## config.mk

```make
export PLATFORM = sky130hd
export DESIGN_NAME = pdc_ctrl_regs
export DESIGN_NICKNAME = d
export VERILOG_FILES = /design/src/rtl/pdc_pkg.sv /design/src/rtl/pdc_dma_if.sv /design/src/rtl/pdc_burst_mover.sv /design/src/rtl/pdc_button_irq.sv /design/src/rtl/pdc_ctrl_regs.sv
export VERILOG_INCLUDE_DIRS = /design/src /design/src/rtl
export SDC_FILE = /design/constraint.sdc
export NUM_CORES = 1
export LEC_CHECK = 0
export BUFFER_PORTS_ARGS = -buffer_cell sky130_fd_sc_hd__buf_2
export CORE_ASPECT_RATIO = 0.75
export CORE_MARGIN = 5
export CORE_UTILIZATION = 50
export CTS_CLUSTER_DIAMETER = 80
export DETAILED_ROUTE_END_ITERATION = 10
export GPL_ROUTABILITY_DRIVEN = 0
export PLACE_DENSITY = 0.76
export SYNTH_ARGS = -nofsm -noshare
export SYNTH_HDL_FRONTEND = slang
export SYNTH_HIERARCHICAL = 1
export SYNTH_SLANG_ARGS = --single-unit
```

## constraint.sdc

```tcl
create_clock -name clk -period 2.7 [get_ports clk]
set_clock_uncertainty 0.05 [all_clocks]
set_input_delay 0.27 -clock clk [delete_from_list [all_inputs] [get_ports clk]]
set_output_delay 0.27 -clock clk [all_outputs]
set_load 0.01 [all_outputs]
```

## src/rtl/pdc_defines.svh

```systemverilog
/*
 * Offsets, key codes, field positions, reset values and timing figures of the
 * transfer control register bank.
 * Assumes inclusion by bare name from files on the rtl/ include path.
 */
`ifndef PDC_DEFINES_SVH
`define PDC_DEFINES_SVH

`define PDC_ADDR_W          17
// second window (bar select = 1)
`define PDC_OFS_SCRATCH     17'h00000
`define PDC_OFS_DIR         17'h08008
`define PDC_OFS_LEN         17'h08010
`define PDC_OFS_CYCLES      17'h08018
`define PDC_OFS_DONE        17'h08020
`define PDC_OFS_BASE        17'h08028
`define PDC_OFS_WALK_KEY    17'h08030
// first window (bar select = 0)
`define PDC_OFS_DIP         17'h13080
`define PDC_OFS_LAMP        17'h13088

`define PDC_DIR_TO_HOST     32'h11aa1111
`define PDC_DIR_TO_SRAM     32'h11aa2222
`define PDC_LEN_8K          32'h00002000
`define PDC_LEN_16K         32'h00004000
`define PDC_LEN_32K         32'h00008000
`define PDC_WALK_KEY        32'h11aa0f0f
`define PDC_BURST_BYTES     32'h00000020

`define PDC_DIP_LSB         8
`define PDC_DIP_W           4
`define PDC_LAMP_W          8
`define PDC_REG_RESET       32'h00000000
`define PDC_LAMP_SEED       8'h01

`define PDC_CLK_KHZ         50000
`define PDC_WALK_STEP_MS    100

`endif

```

## src/rtl/pdc_pkg.sv

```systemverilog
/*
 * Types shared by the transfer control register bank and its helpers.
 * Assumes nothing beyond a SystemVerilog compiler.
 */
package pdc_pkg;
    typedef enum logic [1:0] {
        PDC_MOVER_IDLE,
        PDC_MOVER_RUN
    } pdc_mover_state_type;
endpackage

```

## src/rtl/pdc_dma_if.sv

```systemverilog
/*
 * Request and result lines between the register bank and the burst mover.
 * Assumes both ends sit on the same clock.
 */
interface pdc_dma_if;
    logic        start;
    logic        to_host;
    logic [31:0] length;
    logic [31:0] base;
    logic        busy;
    logic        done;
    logic [31:0] cycles;

    modport ctrl  (output start, to_host, length, base, input busy, done, cycles);
    modport mover (input start, to_host, length, base, output busy, done, cycles);
endinterface

```

## src/rtl/pdc_burst_mover.sv

```systemverilog
/*
 * Splits one transfer into fixed 32-byte bursts and times it.
 * Assumes the fabric sink sits on the same clock; burst_valid is held until burst_ready answers it.
 */
`include "pdc_defines.svh"

module pdc_burst_mover
    import pdc_pkg::*;
(
    input  wire logic  clk,
    input  wire logic  rst_n,
    pdc_dma_if.mover   dma,
    output logic       burst_valid,
    input  wire logic  burst_ready,
    output logic       burst_to_host,
    output logic [31:0] burst_host_addr,
    output logic [31:0] burst_sram_addr
);
    pdc_mover_state_type state;
    logic [31:0]         remaining;
    logic [31:0]         moved;
    logic                done;
    logic [31:0]         cycles;

    wire logic take = burst_valid && burst_ready;
    wire logic last = take && (remaining == `PDC_BURST_BYTES);

    assign burst_valid = (state == PDC_MOVER_RUN);
    assign dma.busy    = (state == PDC_MOVER_RUN);
    assign dma.done    = done;
    assign dma.cycles  = cycles;

    always_ff @(posedge clk) begin
        if (!rst_n) begin
            state           <= PDC_MOVER_IDLE;
            remaining       <= `PDC_REG_RESET;
            moved           <= `PDC_REG_RESET;
            done            <= 1'b0;
            cycles          <= `PDC_REG_RESET;
            burst_to_host   <= 1'b0;
            burst_host_addr <= `PDC_REG_RESET;
            burst_sram_addr <= `PDC_REG_RESET;
        end else begin
            case (state)
                PDC_MOVER_IDLE: begin
                    if (dma.start) begin
                        state           <= PDC_MOVER_RUN;
                        remaining       <= dma.length;
                        moved           <= `PDC_REG_RESET;
                        done            <= 1'b0;
                        cycles          <= `PDC_REG_RESET;
                        burst_to_host   <= dma.to_host;
                        burst_host_addr <= dma.base;
                        burst_sram_addr <= `PDC_REG_RESET;
                    end
                end
                PDC_MOVER_RUN: begin
                    cycles <= cycles + 32'h00000001;
                    if (take) begin
                        remaining       <= remaining - `PDC_BURST_BYTES;
                        moved           <= moved + `PDC_BURST_BYTES;
                        burst_host_addr <= burst_host_addr + `PDC_BURST_BYTES;
                        burst_sram_addr <= burst_sram_addr + `PDC_BURST_BYTES;
                    end
                    if (last) begin
                        state <= PDC_MOVER_IDLE;
                        done  <= 1'b1;
                    end
                end
                default: state <= PDC_MOVER_IDLE;
            endcase
        end
    end
endmodule

```

## src/rtl/pdc_button_irq.sv

```systemverilog
/*
 * Push-button press detector that raises one interrupt message per press.
 * Assumes the button is an asynchronous, active-high level from a pin.
 */
module pdc_button_irq (
    input  wire logic clk,
    input  wire logic rst_n,
    input  wire logic button,
    input  wire logic irq_enable,
    input  wire logic irq_clear,
    output logic      irq_pending,
    output logic      irq_msg
);
    logic sync1;
    logic sync2;
    logic last;

    // press seen on the second stage only
    wire logic press = sync2 && !last;
    wire logic fire  = press && irq_enable;

    always_ff @(posedge clk) begin
        if (!rst_n) begin
            sync1       <= 1'b0;
            sync2       <= 1'b0;
            last        <= 1'b0;
            irq_pending <= 1'b0;
            irq_msg     <= 1'b0;
        end else begin
            sync1 <= button;
            sync2 <= sync1;
            last  <= sync2;
            irq_msg <= fire;
            // a press in the clearing cycle still lands
            if (fire) begin
                irq_pending <= 1'b1;
            end else if (irq_clear || !irq_enable) begin
                irq_pending <= 1'b0;
            end
        end
    end
endmodule

```

## src/rtl/pdc_ctrl_regs.sv

```systemverilog
/*
 * Transfer control register bank behind the two host address windows:
 * scratch word, transfer setup and status, LED walk, lamps and DIP switches.
 * Assumes a single-clock host request port (one request per valid cycle),
 * a fabric burst sink on the same clock, and asynchronous board pins.
 */
`include "pdc_defines.svh"

module pdc_ctrl_regs
    import pdc_pkg::*;
#(
    parameter int STEP_CYCLES = `PDC_WALK_STEP_MS * `PDC_CLK_KHZ
)
(
    input  wire logic                   clk,
    input  wire logic                   rst_n,
    input  wire logic                   req_valid,
    input  wire logic                   req_write,
    input  wire logic                   req_bar,
    input  wire logic [`PDC_ADDR_W-1:0] req_addr,
    input  wire logic [31:0]            req_wdata,
    output logic                        rsp_valid,
    output logic [31:0]                 rsp_data,
    output logic                        burst_valid,
    input  wire logic                   burst_ready,
    output logic                        burst_to_host,
    output logic [31:0]                 burst_host_addr,
    output logic [31:0]                 burst_sram_addr,
    output logic [`PDC_LAMP_W-1:0]      led_out,
    output logic                        walk_active,
    input  wire logic [`PDC_DIP_W-1:0]  dip_sw,
    input  wire logic                   interrupt_push_button,
    input  wire logic                   irq_enable,
    input  wire logic                   irq_clear,
    output logic                        irq_pending,
    output logic                        irq_msg
);

    ////////////////////////////////////////////////////////////////////////
    // storage

    logic [31:0]            scratch_word;
    logic [31:0]            transfer_direction_code;
    logic [31:0]            transfer_length;
    logic [31:0]            host_buffer_base;
    logic [31:0]            cpu_led_walk_key;
    logic [`PDC_LAMP_W-1:0] lamp_outputs;
    logic [`PDC_DIP_W-1:0]  dip_sync1;
    logic [`PDC_DIP_W-1:0]  dip_inputs;
    logic                   start;
    logic [31:0]            step_count;
    logic [`PDC_LAMP_W-1:0] walk_pattern;

    pdc_dma_if dma ();

    ////////////////////////////////////////////////////////////////////////
    // decode

    wire logic wr       = req_valid && req_write;
    wire logic rd       = req_valid && !req_write;
    wire logic hit_w1   = req_bar;
    wire logic hit_w0   = !req_bar;

    wire logic sel_scratch = hit_w1 && (req_addr == `PDC_OFS_SCRATCH);
    wire logic sel_dir     = hit_w1 && (req_addr == `PDC_OFS_DIR);
    wire logic sel_len     = hit_w1 && (req_addr == `PDC_OFS_LEN);
    wire logic sel_cycles  = hit_w1 && (req_addr == `PDC_OFS_CYCLES);
    wire logic sel_done    = hit_w1 && (req_addr == `PDC_OFS_DONE);
    wire logic sel_base    = hit_w1 && (req_addr == `PDC_OFS_BASE);
    wire logic sel_key     = hit_w1 && (req_addr == `PDC_OFS_WALK_KEY);
    wire logic sel_dip     = hit_w0 && (req_addr == `PDC_OFS_DIP);
    wire logic sel_lamp    = hit_w0 && (req_addr == `PDC_OFS_LAMP);

    // direction code written last acts as the go command
    wire logic dir_valid = (req_wdata == `PDC_DIR_TO_HOST)
                        || (req_wdata == `PDC_DIR_TO_SRAM);
    wire logic len_valid = (transfer_length == `PDC_LEN_8K)
                        || (transfer_length == `PDC_LEN_16K)
                        || (transfer_length == `PDC_LEN_32K);
    // a start while busy, or with a bad length, is dropped
    wire logic next_start = wr && sel_dir && dir_valid && len_valid
                         && !dma.busy && !start;

    wire logic [31:0] dip_word  = {{(32-`PDC_DIP_LSB-`PDC_DIP_W){1'b0}},
                                   dip_inputs, {`PDC_DIP_LSB{1'b0}}};
    wire logic [31:0] lamp_word = {{(32-`PDC_LAMP_W){1'b0}}, lamp_outputs};
    wire logic [31:0] done_word = {31'h00000000, dma.done};

    wire logic [31:0] rd_mux =
        sel_scratch ? scratch_word :
        sel_dir     ? transfer_direction_code :
        sel_len     ? transfer_length :
        sel_cycles  ? dma.cycles :
        sel_done    ? done_word :
        sel_base    ? host_buffer_base :
        sel_key     ? cpu_led_walk_key :
        sel_dip     ? dip_word :
        sel_lamp    ? lamp_word :
                      `PDC_REG_RESET;

    assign dma.start   = start;
    assign dma.to_host = (transfer_direction_code == `PDC_DIR_TO_HOST);
    assign dma.length  = transfer_length;
    assign dma.base    = host_buffer_base;

    ////////////////////////////////////////////////////////////////////////
    // host-written registers

    always_ff @(posedge clk) begin
        if (!rst_n) begin
            scratch_word            <= `PDC_REG_RESET;
            transfer_direction_code <= `PDC_REG_RESET;
            transfer_length         <= `PDC_REG_RESET;
            host_buffer_base        <= `PDC_REG_RESET;
            cpu_led_walk_key        <= `PDC_REG_RESET;
            lamp_outputs            <= '0;
            start                   <= 1'b0;
        end else begin
            start <= next_start;
            if (wr && sel_scratch) begin
                scratch_word <= req_wdata;
            end
            if (wr && sel_dir) begin
                transfer_direction_code <= req_wdata;
            end
            if (wr && sel_len) begin
                transfer_length <= req_wdata;
            end
            if (wr && sel_base) begin
                host_buffer_base <= req_wdata;
            end
            if (wr && sel_key) begin
                cpu_led_walk_key <= req_wdata;
            end
            if (wr && sel_lamp) begin
                lamp_outputs <= req_wdata[`PDC_LAMP_W-1:0];
            end
        end
    end

    ////////////////////////////////////////////////////////////////////////
    // read answer, one cycle after the request

    always_ff @(posedge clk) begin
        if (!rst_n) begin
            rsp_valid <= 1'b0;
            rsp_data  <= `PDC_REG_RESET;
        end else begin
            rsp_valid <= rd;
            if (rd) begin
                rsp_data <= rd_mux;
            end
        end
    end

    ////////////////////////////////////////////////////////////////////////
    // switches: pins pass two flops before the read path sees them

    always_ff @(posedge clk) begin
        if (!rst_n) begin
            dip_sync1  <= '0;
            dip_inputs <= '0;
        end else begin
            dip_sync1  <= dip_sw;
            dip_inputs <= dip_sync1;
        end
    end

    ////////////////////////////////////////////////////////////////////////
    // LED walk: own divider, untouched by transfer state

    assign walk_active = (cpu_led_walk_key == `PDC_WALK_KEY);
    wire logic step_en = walk_active && (step_count == 32'(STEP_CYCLES - 1));

    always_ff @(posedge clk) begin
        if (!rst_n) begin
            step_count   <= `PDC_REG_RESET;
            walk_pattern <= `PDC_LAMP_SEED;
            led_out      <= '0;
        end else begin
            if (!walk_active || step_en) begin
                step_count <= `PDC_REG_RESET;
            end else begin
                step_count <= step_count + 32'h00000001;
            end
            if (!walk_active) begin
                walk_pattern <= `PDC_LAMP_SEED;
            end else if (step_en) begin
                walk_pattern <= {walk_pattern[`PDC_LAMP_W-2:0],
                                 walk_pattern[`PDC_LAMP_W-1]};
            end
            // lamps never wait on the mover
            led_out <= walk_active ? walk_pattern : lamp_outputs;
        end
    end

    ////////////////////////////////////////////////////////////////////////
    // helpers

    pdc_burst_mover u_mover (
        .clk             (clk),
        .rst_n           (rst_n),
        .dma             (dma.mover),
        .burst_valid     (burst_valid),
        .burst_ready     (burst_ready),
        .burst_to_host   (burst_to_host),
        .burst_host_addr (burst_host_addr),
        .burst_sram_addr (burst_sram_addr)
    );

    pdc_button_irq u_button (
        .clk         (clk),
        .rst_n       (rst_n),
        .button      (interrupt_push_button),
        .irq_enable  (irq_enable),
        .irq_clear   (irq_clear),
        .irq_pending (irq_pending),
        .irq_msg     (irq_msg)
    );
endmodule

```

==> results of run 1 <==
[power by group through the flow]
stage	sequential (mW)	clock, mW	combinational [mW]
6_report	5.78	5.63	0.529
5_1_grt	5.79	5.88	0.559
4_1_cts	5.79	5.66	0.512
3_5_place_dp	5.91	0	0.492
3_3_place_gp	5.91	0	0.487
2_1_floorplan	5.92	0	0.246
[worst reg2reg max path: stages, from the launching register on]
cell and delay, ns:
dfxtp_1 0.45, nand4_1 0.25, or4_1 0.92, or4_1 0.60, a21oi_1 0.16
[cell usage after synthesis, types with 17 or more instances]
library cell	number	area, um2
nor4b_1	18	157.7
nor3_1	66	330.3
nand2b_1	19	118.9
or3_1	26	162.7
nand2_1	450	1689
clkbuf_1	122	457.9
nand4_1	48	300.3
o21ai_0	53	265.3
a22oi_1	43	322.8
mux2i_1	48	480.5
nor2_1	117	439.2
a21boi_1	126	945.9
and2_1	21	131.4
inv_1	17	63.81
dfxtp_1	389	7787
nor3b_2	20	250.2
a211oi_1	36	270.3
o211ai_1	29	217.7
xor2_1	39	341.6
a21oi_1	75	375.4
nand3_1	98	490.5
or4_1	26	195.2
nor4_1	39	244.0
a21boi_0	42	315.3
and3_1	21	131.4
[area by class of cell]
cell class	count	area, um2	share of cell area, %
clock buffer	54	1144	5.207
timing repair buffer	276	1793	8.164
sequential	389	7789	35.47
multi-input combinational	1704	10390	47.31
clock inverter	11	148.9	0.6780
tap	504	630.6	2.871
inverter	17	63.81	0.2906
antenna	1	2.502	0.01139
[final timing paths]
check / start / depth (start not counted) / to
worst min register to register: dip_sync1[0] / 1 / dip_inputs[0]
worst min-delay path: req_wdata[10] / 3 / transfer_direction_code[10]
worst max register to register: u_mover/dma.cycles[7] / 4 / u_mover/dma.cycles[19]
worst max-delay path: cpu_led_walk_key[26] / 5 / walk_active
[routing by layer]
layer	global-route usage [%]	wire length, um	up-vias
met3	8.688	9040	176
met5	0	12	-
met2	43.52	27540	1280
met1	42.98	27710	9028
li1	-	-	8555
met4	8.196	1847	2
[through the flow]
| stage | hold WS [ns] | setup slack, ns | cells |
|---|---|---|---|
| after detailed placement | 0.3664 | 0.2102 | 2865 |
| after global placement | 0.3662 | 0.2291 | 2865 |
| final | 0.01906 | 0.1257 | 2956 |
| after global routing | 0.01996 | 0.05554 | 2955 |
| after CTS | 0.002318 | 0.08087 | 2947 |
| after floorplan | 0.3417 | 0.4948 | 2287 |
[cells by family (layout without fill, tap and decap cells)]
kind of cell    after synthesis  in the layout
fa+ha+maj                     5              5
compound gates              529            529
flops                       389            389
other cells                   1              6
simple gates               1054           1054
buf+inv                     194            358
mux                          63             63
xor+xnor                     48             48
[state kept, by name, indices dropped and copies added, names as in the netlist, 4 cells and up]
register                 cells
walk_pattern                 8
u_mover/burst_sram_addr     27
led_out                      8
dip_sync1                    4
u_mover/remaining           32
dma.length                  32
u_mover/burst_host_addr     32
transfer_direction_code     32
dip_inputs                   4
step_count                  32
u_mover/dma.cycles          32
cpu_led_walk_key            32
scratch_word                32
lamp_outputs                 8
dma.base                    32
rsp_data                    32
[timing repair]
action,in CTS,in global routing
buffers inserted,0,8
pin swaps,2,0
endpoints found under the setup margin,1,1
gates cloned,0,0
hold buffers,17,0
hold endpoints to repair,38,0
==> results.tsv, run 1 <==
stage	metric	value	unit
floorplanning	Initial Utilization	51.01	%
clocking	CTS max path bufs	3	
critical_path	WP buf/inv	2	
power	PD cells	543.7	nW/um2
detailed_routing	via count	19041	
logic_synthesis	Synth Flop Type	dfxtp_1	
timing	final hold vios	0	
detailed_routing	initial drt markers	2759	
floorplanning	die span in y	179.0	um
logic_synthesis	register area share after synthesis	40.90	%
timing	Max Slew Vio Count	0	
logic_synthesis	mux share of post-synthesis cell area	3.411	%
critical_path	endpoint class of the critical path	output pin	
power	Max VDD drop	521.7	uV
critical_path	worst reg-to-reg setup slack	0.20	ns
logic_synthesis	Mean Syn Cell Area	8.340	um2
power	Sw Pwr	2.736	mW
timing	fin crit share	95.35	%
timing	Total Negative Setup Slacks	0	ns
critical_path	CP Max Fanout	9	
logic_synthesis	Synth Register Bits	389	
clocking	H-tree depth	2	
global_routing	All-Layer GR Usage	29.75	%
power	cell-internal power	9.205	mW
global_routing	vias in the first global route	17420	
min_path	Hold Crit Class	primary input to register	
clocking	clock latency at the later pin of the worst-skew pair	0.55	ns
detailed_routing	DRT Pass-1 Iters	8	
critical_path	critical path type	register to output pin	
detailed_routing	final WL	66140	um
floorplanning	cell row count	61	
critical_path	WP data arrival	2.25	ns
critical_path	crit start category	register	
global_routing	antenna violations before repair	2	
logic_synthesis	Yosys cell types	81	
timing	Setup Viol. Count Final	0	
power	Design Power	11.94	mW
logic_synthesis	Yosys Warn Count	6	
final_layout	most frequent cells in the layout	nand2_1, dfxtp_1, buf_2, a21boi_1, nor2_1	
floorplanning	DIE WIDTH	235.3	um
final_layout	fin area	21960	um2
critical_path	Max stage delay on crit path	0.36	ns
detailed_routing	Vias per Instance	6.441	
timing	Max Fclk	388.4	MHz
timing	relative slew slack	37.51	%
critical_path	CP cell instances	nor4b_1 > nand4_1 > nor4_2 > buf_4 > buf_2	
run	MaxCap Viol Count	0	
clocking	Resized cells post-CTS	0	
timing	slew at the pin closest to its max-slew limit	0.9113	ns
clocking	CTS Buf Count	40	
clocking	TritonCTS clock tree	built	
critical_path	Crit path required time	2.38	ns
logic_synthesis	Synth async-reset ratio	0	%
status	status	completed	
logic_synthesis	adder-cell share of the synthesized area	0.3286	%
global_routing	largest net degree at the start of global routing	93	
logic_synthesis	Post-synth EDFFs	0	
logic_synthesis	complex-gate fraction of the synthesized area	19.68	%
timing	crit path time final	2.574	ns
logic_synthesis	Cells after Synth	2283	
global_routing	gr ovfl total	0	
power	Comb pwr share	4.4	%
global_routing	global-route wire length before repair	101300	um
logic_synthesis	Simple-Gate Fraction of Synth Area	28.68	%
floorplanning	die area	42120	um2
detailed_routing	Avg WL per Cell	22.38	um
place	dpl hpwl	46520	um
floorplanning	Core Area	37320	um2
final_layout	layout cells sized above 1	15.79	%
detailed_routing	drt drc	0	
timing	RSZ-0062 raised after global routing	false	
place	placed cell areas	20440	um2
floorplanning	IO Count	172	
detailed_routing	antenna viol nets, final	0	
final_layout	Area Growth Syn to Fin	15.34	%
place	IO Port Bufs	166	
clocking	CTS Root Cell	clkbuf_16	
power	leakage power	7.684	nW
power	Reg power frac	48.4	%
clocking	clock-pin slew of the registers on the worst-case setup and hold paths	0.06	ns
logic_synthesis	Synth Cell Area	19040	um2
clocking	CTS sink cnt	389	
final_layout	commonest non-fill, non-tap cell in the layout	nand2_1	
final_layout	post-layout util	58.84	%
power	clock power share	47.1	%
critical_path	Slowest cell on crit path	nand4_1	
logic_synthesis	post-synthesis xor/xnor area fraction	2.208	%
critical_path	crit-path leading delay family	simple AND/OR/NAND/NOR gates	
power	sw frac	22.91	%
logic_synthesis	largest family of logic cells by synthesized area	simple AND/OR/NAND/NOR gates	
final_layout	fin nets	2495	
final_layout	Fillers	3193	
Power figures use the tool's default switching activity.
==> run 2: changes to the inputs <==
- REMOVE_ABC_BUFFERS: not set -> 1
==> results.tsv, run 2 (synthesized netlist as in run 1, its figures left out) <==
stage	metric	value	unit
global_routing	vias in the first global route	17345	
critical_path	Crit path required time	2.38	ns
min_path	hold path startpoint	req_wdata[7]	
clocking	TritonCTS clock tree	built	
clocking	CTS max path bufs	3	
clocking	CTS sink cnt	389	
timing	Setup Viol. Count Final	0	
critical_path	start of the worst register-to-register path	u_mover/remaining[5]	
place	Inst Count DP	2859	
clocking	CTS Buf Count	41	
power	PD cells	553.7	nW/um2
final_layout	Fillers	3201	
clocking	clock latency at the later pin of the worst-skew pair	0.56	ns
global_routing	largest net degree at the start of global routing	88	
timing	PnR worst setup slack	0.09588	ns
final_layout	most frequent cells in the layout	nand2_1, dfxtp_1, buf_2, a21boi_1, nor2_1	
final_layout	antenna cell count	0	
timing	final hold vios	0	
power	Design Power	12.23	mW
timing	Total Negative Setup Slacks	0	ns
detailed_routing	DRT Pass-1 Iters	9	
power	Max VDD drop	511.3	uV
floorplanning	die span in y	179.0	um
floorplanning	Core Area	37320	um2
detailed_routing	initial drt markers	2750	
critical_path	reg2reg path depth	6	
critical_path	WP data arrival	2.28	ns
status	status	completed	
final_layout	commonest non-fill, non-tap cell in the layout	nand2_1	
global_routing	global-route wire length before repair	98810	um
critical_path	crit start category	register	
detailed_routing	Avg WL per Cell	21.92	um
final_layout	fin nets	2494	
place	placed cell areas	20420	um2
timing	fin crit share	96.45	%
final_layout	non-filler cells, final	2956	
detailed_routing	antenna viol nets, final	0	
floorplanning	DIE WIDTH	235.3	um
detailed_routing	via count	19073	
power	leakage power	7.732	nW
clocking	CTS Root Cell	clkbuf_16	
detailed_routing	drt drc	0	
timing	Hold Worst Slack	0.02207	ns
min_path	hold path cells	3	
place	dpl hpwl	44890	um
critical_path	CP Max Fanout	10	
final_layout	post-layout util	59.20	%
final_layout	Area Growth Syn to Fin	16.04	%
timing	slew at the pin closest to its max-slew limit	0.8828	ns
timing	Max Slew Vio Count	0	
clocking	clock-pin slew of the registers on the worst-case setup and hold paths	0.06	ns
final_layout	layout cells sized above 1	15.33	%
floorplanning	Initial Utilization	51.01	%
timing	relative slew slack	40.93	%
detailed_routing	Vias per Instance	6.452	
critical_path	critical path type	register to output pin	
global_routing	antenna violations before repair	0	
global_routing	All-Layer GR Usage	28.91	%
run	MaxCap Viol Count	0	
critical_path	endpoint class of the critical path	output pin	
global_routing	gr ovfl total	0	
clocking	H-tree depth	2	
min_path	Hold Crit Class	primary input to register	
detailed_routing	final WL	64800	um
place	DP Worst Slack	0.1950	ns
place	IO Port Bufs	166	
timing	Max Fclk	384.0	MHz
floorplanning	cell row count	61	
timing	crit path time final	2.604	ns
floorplanning	IO Count	172	
final_layout	fin area	22090	um2
floorplanning	die area	42120	um2
critical_path	worst setup path startpoint	cpu_led_walk_key[28]	
run 2: changes by cell type in the layout (fill, tap and decap cells not counted), sizes merged:
cell         delta
dlygate4sd3    +12
clkbuf          +1
buf            -14
bufinv          +2
diode           -1
run 2: metal layers:
layer	track usage [%]	part of all wire [%]	up-vias
li1	-	-	8539
met1	40.47	42	9038
met2	42.78	42	1272
met3	7.427	12	224
met4	11.77	4.7	0
met5	0	0	-
run 2: timing repair:
action | 4_1_cts | 5_1_grt
pin swaps | 1 | 0
endpoints found under the setup margin | 1 | 7
setup buffers | 0 | 0
hold endpoints to repair | 83 | 0
resized for setup | 0 | 2
hold buffers | 29 | 0
run 2: layout make-up:
cell class                 instances  area [um2]  share of cell area, %
multi-input combinational       1704       10400                  47.07
sequential                       389        7789                  35.25
inverter                          17       63.81                 0.2888
timing repair buffer             274        1833                  8.297
clock buffer                      55        1181                  5.346
clock inverter                    13       197.7                 0.8948
tap                              504       630.6                  2.854
run 2: final timing paths:
path / slack [ns] / endpoint
setup / recovery: 0.1 / walk_active
hold / removal: 0.02 / scratch_word[7]
setup reg to reg: 0.21 / u_mover/remaining[25]
hold reg to reg: 0.38 / dip_inputs[1]
run 2: report_power, final:
group,switching (mW),internal [mW],total [mW]
Clock,2.38,3.53,5.92
Sequential,0.0200,5.77,5.79
Combinational,0.334,0.196,0.530
Total,2.74,9.50,12.2
run 2: critical path, stage by stage, from the launching register on:
cell,delay (ns)
dfxtp_1,0.38
nor4b_1,0.38
nand4_1,0.28
nor4_4,0.27
buf_4,0.27
buf_2,0.16
